$ cat config.mk
export PLATFORM = sky130hd
export DESIGN_NAME = dcr_regs
export DESIGN_NICKNAME = d
export VERILOG_FILES = /design/src/logic/dcr_pkg.sv /design/src/logic/dcr_regs.sv
export SDC_FILE = /design/constraint.sdc
export NUM_CORES = 1
export LEC_CHECK = 0
export BUFFER_PORTS_ARGS = -buffer_cell sky130_fd_sc_hd__buf_2
export CAP_MARGIN = 40
export CORE_ASPECT_RATIO = 0.75
export CORE_UTILIZATION = 41
export DETAILED_ROUTE_END_ITERATION = 6
export GPL_TIMING_DRIVEN = 0
export PLACE_DENSITY = 0.7
export SYNTH_ARGS = -nofsm -noshare
export SYNTH_HDL_FRONTEND = slang
export SYNTH_SLANG_ARGS = --single-unit
export TNS_END_PERCENT = 50
$ cat constraint.sdc
create_clock -name clk_sys -period 1.5 [get_ports clk_sys]
set_input_delay 0.225 -clock clk_sys [delete_from_list [all_inputs] [get_ports clk_sys]]
set_output_delay 0.225 -clock clk_sys [all_outputs]
set_load 0.1 [all_outputs]
$ cat src/logic/dcr_pkg.sv
package dcr_pkg;
  // ----------------------------------------
  // register map
  // ----------------------------------------
  localparam logic [7:0] ADDR_ADC_RESULT = 8'h21;
  localparam logic [7:0] ADDR_LIMIT_BOOST = 8'ha1;
  localparam logic [7:0] ADDR_FAULT_MODE = 8'ha2;
  localparam logic [7:0] ADDR_DIAG_CH0 = 8'h31;
  localparam logic [7:0] ADDR_DIAG_STEP = 8'h10;
  localparam logic [7:0] ADDR_DIAG_GLOBAL = 8'h71;
  localparam logic [7:0] RESET_VALUE = 8'h00;
  localparam logic [7:0] READ_UNMAPPED = 8'h00;
  // ----------------------------------------
  // field layout
  // ----------------------------------------
  localparam int NUM_CH = 4;
  localparam int NUM_SUPPLY = 2;
  localparam int BOOST_W = 2;
  localparam int HOLD_BIT = 7;
  localparam int SEL_W = 3;
  localparam logic [7:0] FAULT_MODE_MASK = 8'h87;
  // ----------------------------------------
  // boost codes and percentages
  // ----------------------------------------
  localparam logic [1:0] BOOST_NONE = 2'h0;
  localparam logic [1:0] BOOST_30 = 2'h1;
  localparam logic [1:0] BOOST_60 = 2'h2;
  localparam logic [1:0] BOOST_100 = 2'h3;
  localparam logic [6:0] PCT_NONE = 7'h00;
  localparam logic [6:0] PCT_30 = 7'h1e;
  localparam logic [6:0] PCT_60 = 7'h3c;
  localparam logic [6:0] PCT_100 = 7'h64;
  // ----------------------------------------
  // limit source per channel
  // ----------------------------------------
  typedef enum logic [1:0] {
    DCR_LIM_BASELINE = 2'h0,
    DCR_LIM_LOW_DEFAULT = 2'h1,
    DCR_LIM_HIGH_DEFAULT = 2'h3
  } dcr_limit_src_t;
  // ----------------------------------------
  // selector codes
  // ----------------------------------------
  localparam logic [2:0] SEL_OFF = 3'h0;
  localparam logic [2:0] SEL_CH_LAST = 3'h4;
  localparam logic [2:0] SEL_EXT_PIN = 3'h5;
endpackage

$ cat src/logic/dcr_regs.sv
`timescale 1ns/1ps

// How it works
// - two-bit boost per output: 0/30/60/100 percent
// - each boost scales only its own channel
// - limit boost reads back what was written; fault mode reads back with bits 6:3 cleared
// - reset or wake clears all three registers
// - open resistor low default, shorted resistor high
// - resistor fault disables every channel's boost
// - hold mode off: flags follow live faults
// - hold mode on: flag stays until read
// - hold mode covers all non-latched flags together
// - output off during fault, back on afterwards
// - live driver and supply fault status reported
// - open-load selector: 0 off, 1-4 channel, else none
// - open-load check on at most one channel
// - adc result register ignores host writes
// - adc register returns latest conversion result taken while sense selector is not 0
// - sense selector: 0 off, 1-4 channel, 5 pin
// - reading without hold mode clears nothing
module dcr_regs
  import dcr_pkg::*;
(
  input wire logic clk_sys,
  input wire logic rst_b,
  input wire logic wake,
  input wire logic [7:0] reg_addr,
  input wire logic [7:0] reg_wdata,
  input wire logic reg_wr,
  input wire logic reg_rd,
  output logic [7:0] reg_rdata,
  output logic reg_rvalid,
  input wire logic limit_res_open,
  input wire logic limit_res_short,
  output logic [dcr_pkg::NUM_CH-1:0][6:0] boost_pct,
  output logic [dcr_pkg::NUM_CH-1:0][1:0] limit_src,
  input wire logic [dcr_pkg::NUM_CH-1:0] battery_short_live,
  input wire logic [dcr_pkg::NUM_CH-1:0] open_load_live,
  input wire logic [dcr_pkg::NUM_CH-1:0] thermal_warning_live,
  input wire logic [dcr_pkg::NUM_SUPPLY-1:0] supply_low_live,
  input wire logic [dcr_pkg::NUM_SUPPLY-1:0] supply_high_live,
  output logic [dcr_pkg::NUM_CH-1:0] battery_short_flag,
  output logic [dcr_pkg::NUM_CH-1:0] open_load_flag,
  output logic [dcr_pkg::NUM_CH-1:0] thermal_warning_flag,
  output logic [dcr_pkg::NUM_SUPPLY-1:0] supply_low_flag,
  output logic [dcr_pkg::NUM_SUPPLY-1:0] supply_high_flag,
  output logic [dcr_pkg::NUM_CH-1:0] output_allow,
  output logic [dcr_pkg::NUM_CH-1:0] open_load_channel_select,
  input wire logic [2:0] sense_select,
  output logic [dcr_pkg::NUM_CH-1:0] sense_channel,
  output logic sense_ext_pin,
  output logic adc_enable,
  input wire logic adc_done,
  input wire logic [7:0] adc_data
);
  import dcr_pkg::*;

  // ----------------------------------------
  // decode helpers
  // ----------------------------------------
  // codes 1..4 pick one channel; anything else picks none
  function automatic logic [NUM_CH-1:0] sel_onehot(input logic [2:0] code);
    logic [NUM_CH-1:0] r;
    r = '0;
    if (code != SEL_OFF && code <= SEL_CH_LAST)
    begin
      r[code[1:0] - 2'h1] = 1'b1;
    end
    return r;
  endfunction

  function automatic logic [6:0] boost_to_pct(input logic [1:0] code);
    logic [6:0] r;
    unique case (code)
      BOOST_NONE: r = PCT_NONE;
      BOOST_30: r = PCT_30;
      BOOST_60: r = PCT_60;
      BOOST_100: r = PCT_100;
    endcase
    return r;
  endfunction

  // ----------------------------------------
  // register state
  // ----------------------------------------
  logic [7:0] limit_boost;
  logic [7:0] fault_mode;
  logic [7:0] adc_result;
  logic [7:0] next_limit_boost;
  logic [7:0] next_fault_mode;
  logic [7:0] next_adc_result;
  logic [7:0] next_reg_rdata;
  logic next_reg_rvalid;
  logic clear_all;
  logic flag_hold_until_read;
  logic [NUM_CH-1:0] clr_ch;
  logic clr_global;

  assign clear_all = !rst_b || wake;
  assign flag_hold_until_read = fault_mode[HOLD_BIT];

  always_comb
  begin
    next_limit_boost = limit_boost;
    next_fault_mode = fault_mode;
    next_adc_result = adc_result;
    next_reg_rdata = reg_rdata;
    next_reg_rvalid = 1'b0;
    if (reg_wr && reg_addr == ADDR_LIMIT_BOOST)
    begin
      next_limit_boost = reg_wdata;
    end
    if (reg_wr && reg_addr == ADDR_FAULT_MODE)
    begin
      next_fault_mode = reg_wdata & FAULT_MODE_MASK;
    end
    // a conversion with the sense selector at 0 (off) is stale, so it is dropped
    if (adc_done && sense_select != SEL_OFF)
    begin
      next_adc_result = adc_data;
    end
    if (reg_rd)
    begin
      next_reg_rvalid = 1'b1;
      unique case (reg_addr)
        ADDR_LIMIT_BOOST: next_reg_rdata = limit_boost;
        ADDR_FAULT_MODE: next_reg_rdata = fault_mode;
        ADDR_ADC_RESULT: next_reg_rdata = adc_result;
        default: next_reg_rdata = READ_UNMAPPED;
      endcase
    end
    if (clear_all)
    begin
      next_limit_boost = RESET_VALUE;
      next_fault_mode = RESET_VALUE;
      next_adc_result = RESET_VALUE;
      next_reg_rdata = RESET_VALUE;
      next_reg_rvalid = 1'b0;
    end
  end

  // adc_result has no host write path; only conversions, reset and wake load it
  always_ff @(posedge clk_sys)
  begin
    limit_boost <= next_limit_boost;
    fault_mode <= next_fault_mode;
    adc_result <= next_adc_result;
    reg_rdata <= next_reg_rdata;
    reg_rvalid <= next_reg_rvalid;
  end

  // ----------------------------------------
  // per-channel limit, flags and output gating
  // ----------------------------------------
  assign clr_global = reg_rd && reg_addr == ADDR_DIAG_GLOBAL;

  genvar ch;
  generate
    for (ch = 0; ch < NUM_CH; ch++)
    begin : g_ch
      logic [6:0] next_pct;
      logic [1:0] next_src;
      logic [2:0] next_flags;
      logic [2:0] live;
      logic [2:0] held;
      logic next_allow;
      assign clr_ch[ch] = reg_rd && reg_addr == ADDR_DIAG_CH0 + 8'(ch) * ADDR_DIAG_STEP;
      assign live = {battery_short_live[ch], open_load_live[ch], thermal_warning_live[ch]};
      assign held = {battery_short_flag[ch], open_load_flag[ch], thermal_warning_flag[ch]};
      always_comb
      begin
        next_pct = boost_to_pct(limit_boost[ch*BOOST_W +: BOOST_W]);
        next_src = DCR_LIM_BASELINE;
        if (limit_res_open)
        begin
          next_src = DCR_LIM_LOW_DEFAULT;
        end
        else if (limit_res_short)
        begin
          next_src = DCR_LIM_HIGH_DEFAULT;
        end
        if (limit_res_open || limit_res_short)
        begin
          next_pct = PCT_NONE;
        end
        // a new event in the read cycle survives the clear
        if (flag_hold_until_read)
        begin
          next_flags = (held & ~{3{clr_ch[ch]}}) | live;
        end
        else
        begin
          next_flags = live;
        end
        next_allow = !(|live);
        if (!rst_b)
        begin
          next_pct = PCT_NONE;
          next_src = DCR_LIM_BASELINE;
          next_flags = '0;
          next_allow = 1'b0;
        end
      end
      always_ff @(posedge clk_sys)
      begin
        boost_pct[ch] <= next_pct;
        limit_src[ch] <= next_src;
        {battery_short_flag[ch], open_load_flag[ch], thermal_warning_flag[ch]} <= next_flags;
        output_allow[ch] <= next_allow;
      end
    end
  endgenerate

  // ----------------------------------------
  // supply flags and selectors
  // ----------------------------------------
  logic [NUM_SUPPLY-1:0] next_low;
  logic [NUM_SUPPLY-1:0] next_high;
  logic [NUM_CH-1:0] next_ol_sel;
  logic [NUM_CH-1:0] next_sense_ch;
  logic next_ext;
  logic next_adc_en;

  always_comb
  begin
    if (flag_hold_until_read)
    begin
      next_low = (supply_low_flag & ~{NUM_SUPPLY{clr_global}}) | supply_low_live;
      next_high = (supply_high_flag & ~{NUM_SUPPLY{clr_global}}) | supply_high_live;
    end
    else
    begin
      next_low = supply_low_live;
      next_high = supply_high_live;
    end
    // one shared current source: never more than one channel
    next_ol_sel = sel_onehot(fault_mode[SEL_W-1:0]);
    next_sense_ch = sel_onehot(sense_select);
    next_ext = sense_select == SEL_EXT_PIN;
    next_adc_en = sense_select != SEL_OFF && sense_select <= SEL_EXT_PIN;
    if (!rst_b)
    begin
      next_low = '0;
      next_high = '0;
      next_ol_sel = '0;
      next_sense_ch = '0;
      next_ext = 1'b0;
      next_adc_en = 1'b0;
    end
  end

  always_ff @(posedge clk_sys)
  begin
    supply_low_flag <= next_low;
    supply_high_flag <= next_high;
    open_load_channel_select <= next_ol_sel;
    sense_channel <= next_sense_ch;
    sense_ext_pin <= next_ext;
    adc_enable <= next_adc_en;
  end

  // ----------------------------------------
  // assertions
  // ----------------------------------------
  property p_boost_pct;
    @(posedge clk_sys) disable iff (!rst_b)
    !limit_res_open && !limit_res_short && limit_boost[1:0] == BOOST_100 |=> boost_pct[0] == PCT_100;
  endproperty
  a_boost_pct: assert property (p_boost_pct) else $error("boost code 3 not 100 percent");

  property p_boost_indep;
    @(posedge clk_sys) disable iff (!rst_b)
    !limit_res_open && !limit_res_short && limit_boost[3:2] == BOOST_NONE |=> boost_pct[1] == PCT_NONE;
  endproperty
  a_boost_indep: assert property (p_boost_indep) else $error("channel boost leaked");

  property p_readback;
    @(posedge clk_sys) disable iff (!rst_b || wake)
    reg_wr && reg_addr == ADDR_LIMIT_BOOST ##1 !reg_wr ##1 reg_rd && reg_addr == ADDR_LIMIT_BOOST && !reg_wr
    |=> reg_rvalid && reg_rdata == $past(reg_wdata, 3);
  endproperty
  a_readback: assert property (p_readback) else $error("boost readback mismatch");

  property p_wake_clear;
    @(posedge clk_sys) wake |=> limit_boost == RESET_VALUE && fault_mode == RESET_VALUE && adc_result == RESET_VALUE;
  endproperty
  a_wake_clear: assert property (p_wake_clear) else $error("wake did not clear");

  property p_failsafe;
    @(posedge clk_sys) disable iff (!rst_b)
    limit_res_open |=> limit_src[2] == DCR_LIM_LOW_DEFAULT && boost_pct[2] == PCT_NONE;
  endproperty
  a_failsafe: assert property (p_failsafe) else $error("open resistor failsafe wrong");

  property p_hold;
    @(posedge clk_sys) disable iff (!rst_b)
    flag_hold_until_read && battery_short_live[0] ##1 (flag_hold_until_read && !clr_ch[0]) [*2]
    |=> battery_short_flag[0];
  endproperty
  a_hold: assert property (p_hold) else $error("held flag dropped");

  property p_follow;
    @(posedge clk_sys) disable iff (!rst_b)
    !flag_hold_until_read |=> open_load_flag[3] == $past(open_load_live[3]);
  endproperty
  a_follow: assert property (p_follow) else $error("flag not live");

  property p_allow;
    @(posedge clk_sys) disable iff (!rst_b)
    thermal_warning_live[1] ##1 !battery_short_live[1] && !open_load_live[1] && !thermal_warning_live[1]
    |-> !output_allow[1] ##1 output_allow[1];
  endproperty
  a_allow: assert property (p_allow) else $error("output not restored");

  property p_one_ol;
    @(posedge clk_sys) disable iff (!rst_b) $onehot0(open_load_channel_select);
  endproperty
  a_one_ol: assert property (p_one_ol) else $error("open-load on two channels");

  property p_adc_ro;
    @(posedge clk_sys) disable iff (!rst_b || wake)
    reg_wr && reg_addr == ADDR_ADC_RESULT && !adc_done |=> $stable(adc_result);
  endproperty
  a_adc_ro: assert property (p_adc_ro) else $error("adc result written");

  property p_pad_zero;
    @(posedge clk_sys) disable iff (!rst_b) fault_mode[6:3] == 4'h0;
  endproperty
  a_pad_zero: assert property (p_pad_zero) else $error("unused bits set");

  c_hold_clear: cover property (@(posedge clk_sys) flag_hold_until_read && battery_short_flag[0] ##1 clr_ch[0]);
  c_failsafe_short: cover property (@(posedge clk_sys) limit_res_short ##1 limit_src[0] == DCR_LIM_HIGH_DEFAULT);
  c_adc_read: cover property (@(posedge clk_sys) adc_done ##1 reg_rd && reg_addr == ADDR_ADC_RESULT);
endmodule // dcr_regs

### Word level (Yosys, flattened, before mapping)

Index checks and enable logic that the tools add are counted.

* $add $sub $neg: 2
* $lt $le $gt $ge: 7
* equality and inequality tests: 21
* muxes and demuxes: 18
* bitwise operators: 18
* reduce and logical (&&, ||, !) cells: 34

Operator list (number)
* 7-bit case mux with 4 select lines: 4
* 8-bit by 7-bit equality test with 1-bit output, second input constant: 4
* 8-bit case mux with 3 select lines: 1
* 2-bit equality test, second input constant: 8
* 8-bit by 6-bit equality test with 1-bit output, second input constant: 2
* 8-bit equality test, second input constant: 2
* 1-bit logical AND: 13
* 3-bit AND: 4
* 3-bit 2-to-1 mux: 4
* 3-bit NOT: 4
* 3-bit OR: 4
* 3-bit OR reduction: 4
* 3-bit <= comparator, second input constant: 3
* 2-bit by 1-bit equality test with 1-bit output, second input constant: 4
* 2-bit zero test: 4
* 2-bit by 3-bit < comparator with 1-bit output, second input constant: 2
* 2-bit 2-to-1 mux: 3
* 3-bit nonzero test: 2
* 1-bit zero test: 5
* 2-bit AND: 2
* 1-bit demux with 2-bit select: 2
* 2-bit by 1-bit greater-or-equal comparator with 1-bit output, second input constant: 2
* 1-bit 2-to-1 mux: 4
* 2-bit OR: 2
* other kinds (7): 11

* register bits after elaboration: 89
* input port bits: 51
* output and inout bits: 75
* word-level logic and storage cells: 133

### Logic depth before layout (Yosys ltp)

* word-level depth: 6
* mapped depth: 6
* depth with buffers taken out: 5

### Worst setup path before layout

OpenSTA, ideal clock, no wires.

* path kind: register -> output
* from: register, netlist name limit_src[6]
* to: output port limit_src[2] in the netlist's numbering
* arrival time: 1.392 ns
* required time: 1.275 ns
* setup slack: -0.117 ns
* cell stages (with the launch flop): 2
* buffers on the path: 1
* path through: dfxtp_1 -> buf_4

RTL lines
* to (decl): line dcr_regs.sv:36 `output logic [dcr_pkg::NUM_CH-1:0][1:0] limit_src,`

==> flow_summary.json <==
{
  "status": "completed",
  "design.portCount": 126,
  "grt_max_degree": 14,
  "drive_gt1_share_pct": 35.0,
  "finalPower_mw": 4.49,
  "diodes": 0,
  "layout.cells.non_filler": 550,
  "drc": 0,
  "drtAntennaViolNets": 0,
  "gr-usage-met1_pct": 25.2,
  "clock_path_buffers": 2,
  "final_area_sq_um": 4060,
  "initial_core_util_pct": 42.3,
  "setup-violations-final": 0,
  "layout.nets": 512,
  "cts_tree": "yes",
  "power.density_nw_per_um2": 1110,
  "via_per_inst": 4.61,
  "grt_use_total_pct": 19.4,
  "yosysUniqueCellTypes": 39,
  "fmax_ghz": 0.701,
  "first_iter_violations": 103,
  "overflow": 0,
  "yosysWarnings": 0,
  "period_share_pct": 95.1,
  "hold_viol": 0,
  "cp.arrival_ns": 1.20,
  "use_met2_pct": 29.3,
  "relSlewSlack_pct": 56.6,
  "crit_type": "register to output pin",
  "avgSynthCellArea_sq_um": 10.0,
  "num_rows": 27,
  "critPathCaptureType": "output pin",
  "io_buffers": 121,
  "skew_ns": 0.00861,
  "start_kind": "register",
  "drt-pass1-iter-count": 4,
  "cts_setup_buffers": 0,
  "path_clk_slew_ns": 0.08,
  "tns_ns": 0,
  "hp-class": "primary input to register",
  "seq_area_frac_synth_pct": 52.3,
  "antenna_found_initial": 0,
  "numPlacedInstances": 534,
  "drt_wl_total_mm": 7.18,
  "avgRoutedWirePerCell_um": 13.1,
  "maxCapViolCount": 0,
  "drv_slew": 0,
  "dpl_cell_area_sq_um": 3850,
  "ir_worst_vdd_mv": 0.698,
  "place_congestion": 0.787,
  "period_minus_slack_ns": 1.43,
  "holdBufCountCts": 0,
  "netlist_area_sq_um": 3100,
  "synthCells": 309,
  "crit_fanout": 4,
  "worstMarginPinSlew_ns": 0.651,
  "synth-seq-cells": 81,
  "area_growth_pct": 30.8,
  "dpl.hpwl_mm": 5.46,
  "die_y_um": 77.3,
  "grt.busiest_layer": "met2",
  "clk_latency_ns": 0.34,
  "core_area_sq_um": 7330,
  "cts_buffers": 9,
  "route.vias.total": 2536,
  "die_area_sq_um": 7920,
  "power_leakage_nw": 1.97,
  "grt_setup_unrepaired": "no",
  "dieWidth_um": 102,
  "cts_root_buf": "clkbuf_8",
  "grt_pass1_vias": 2375,
  "htreeDepth": 3,
  "cts_num_sinks": 81,
  "cp.required_ns": 1.27,
  "grt_pass1_wl_mm": 11.6,
  "grtUsageMet3_pct": 7.93
}
[cells by family after synthesis]
family,share of synthesized area [%]
AO/OA/AOI/OAI,8.55
flip-flops,52.3
other,0.121
AND/OR/NAND/NOR,18.8
adder cells (fa/ha/maj),6.86
multiplexers,7.42
buffers and inverters,5.97
[per-stage QoR]
stage	setup WS, ns	util [%]	hold WS (ns)
global placement	-0.256	52.5	0.407
floorplan	-0.0812	-	0.294
finish	0.0733	55.3	0.0530
CTS	0.0511	55.3	0.0336
detailed placement	-0.283	52.5	0.410
global route	0.000644	55.3	0.0145
[cells in the mapped netlist, drive strengths merged]
cell type	n	area share [%]
a31oi	1	0.20
and2	13	2.6
o21a	3	0.73
a21oi	7	1.1
nor4	4	0.81
or3	1	0.20
nor4bb	1	0.32
buf	16	3.7
dfxtp	81	52
nor3	7	1.3
inv	11	1.3
a211oi	1	0.24
nor4b	3	1.0
nand2	29	3.5
nand3b	3	0.73
nor2b	1	0.20
or4b	1	0.32
clkbuf	8	0.97
and4	1	0.28
a22o	10	2.8
and3	1	0.20
nand2b	3	0.61
o21ai	16	2.6
nor3b	5	1.4
ha	17	6.9
conb	1	0.12
a32oi	3	0.85
mux2i	23	7.4
nand3	5	0.97
nand4b	1	0.28
or3b	1	0.28
nor2	31	3.8
[worst paths after layout]
check	from	end	slack, ns	depth (start not counted)
worst max-delay path	limit_src[6]	limit_src[2]	0.07	2
worst min-delay path	open_load_live[3]	output_allow[3]	0.05	2
worst max register to register	fault_mode[7]	thermal_warning_flag[3]	0.16	5
worst min register to register	reg_rdata[3]	reg_rdata[3]	0.45	2
[cell type report]
type | count | area, sq um
fillers | 696 | 3270
flip-flops and latches | 81 | 1620
multi-input cells | 196 | 1310
repair buffers | 121 | 608
clock buffers | 12 | 155
plain buffers | 24 | 144
well taps | 101 | 126
clock inverters | 4 | 51.3
inverters | 11 | 41.3
[cell usage in the layout, fill, tap and decap left out, drive strengths merged, types with 11 or more instances in the layout]
cell type,instances
and2,13
buf,136
clkbuf,21
dfxtp,81
ha,17
inv,11
mux2i,23
nand2,29
nor2,31
o21ai,16
[critical path, cell delays in order, from the launching register on]
cell and delay, ns:
dfxtp_2 0.35, buf_4 0.10, buf_2 0.41
[report_power, final]
part           switching [mW]  internal [mW]
clock network           0.760          0.861
registers              0.0195           2.19
logic                   0.507          0.151
[flip-flops by register name, indices dropped and copies added, names as in the netlist, 4 cells and up]
| name | flops |
|---|---|
| boost_pct | 20 |
| adc_result | 8 |
| limit_boost | 8 |
| reg_rdata | 8 |
| battery_short_flag | 4 |
| fault_mode | 4 |
| open_load_channel_select | 4 |
| open_load_flag | 4 |
| output_allow | 4 |
| sense_channel | 4 |
| thermal_warning_flag | 4 |
[layer usage]
metal / vias to the layer above / part of all wire (%)
met5: - / 0
met4: 0 / 0.47
met2: 83 / 45
met3: 2 / 7.7
met1: 1152 / 47
li1: 1299 / -
[repair_timing]
item | 4_1_cts | 5_1_grt
endpoints found under the hold margin | 0 | 0
endpoints found under the setup margin | 0 | 1
resized for setup | 0 | 1
(Power assumes the default switching activity.)
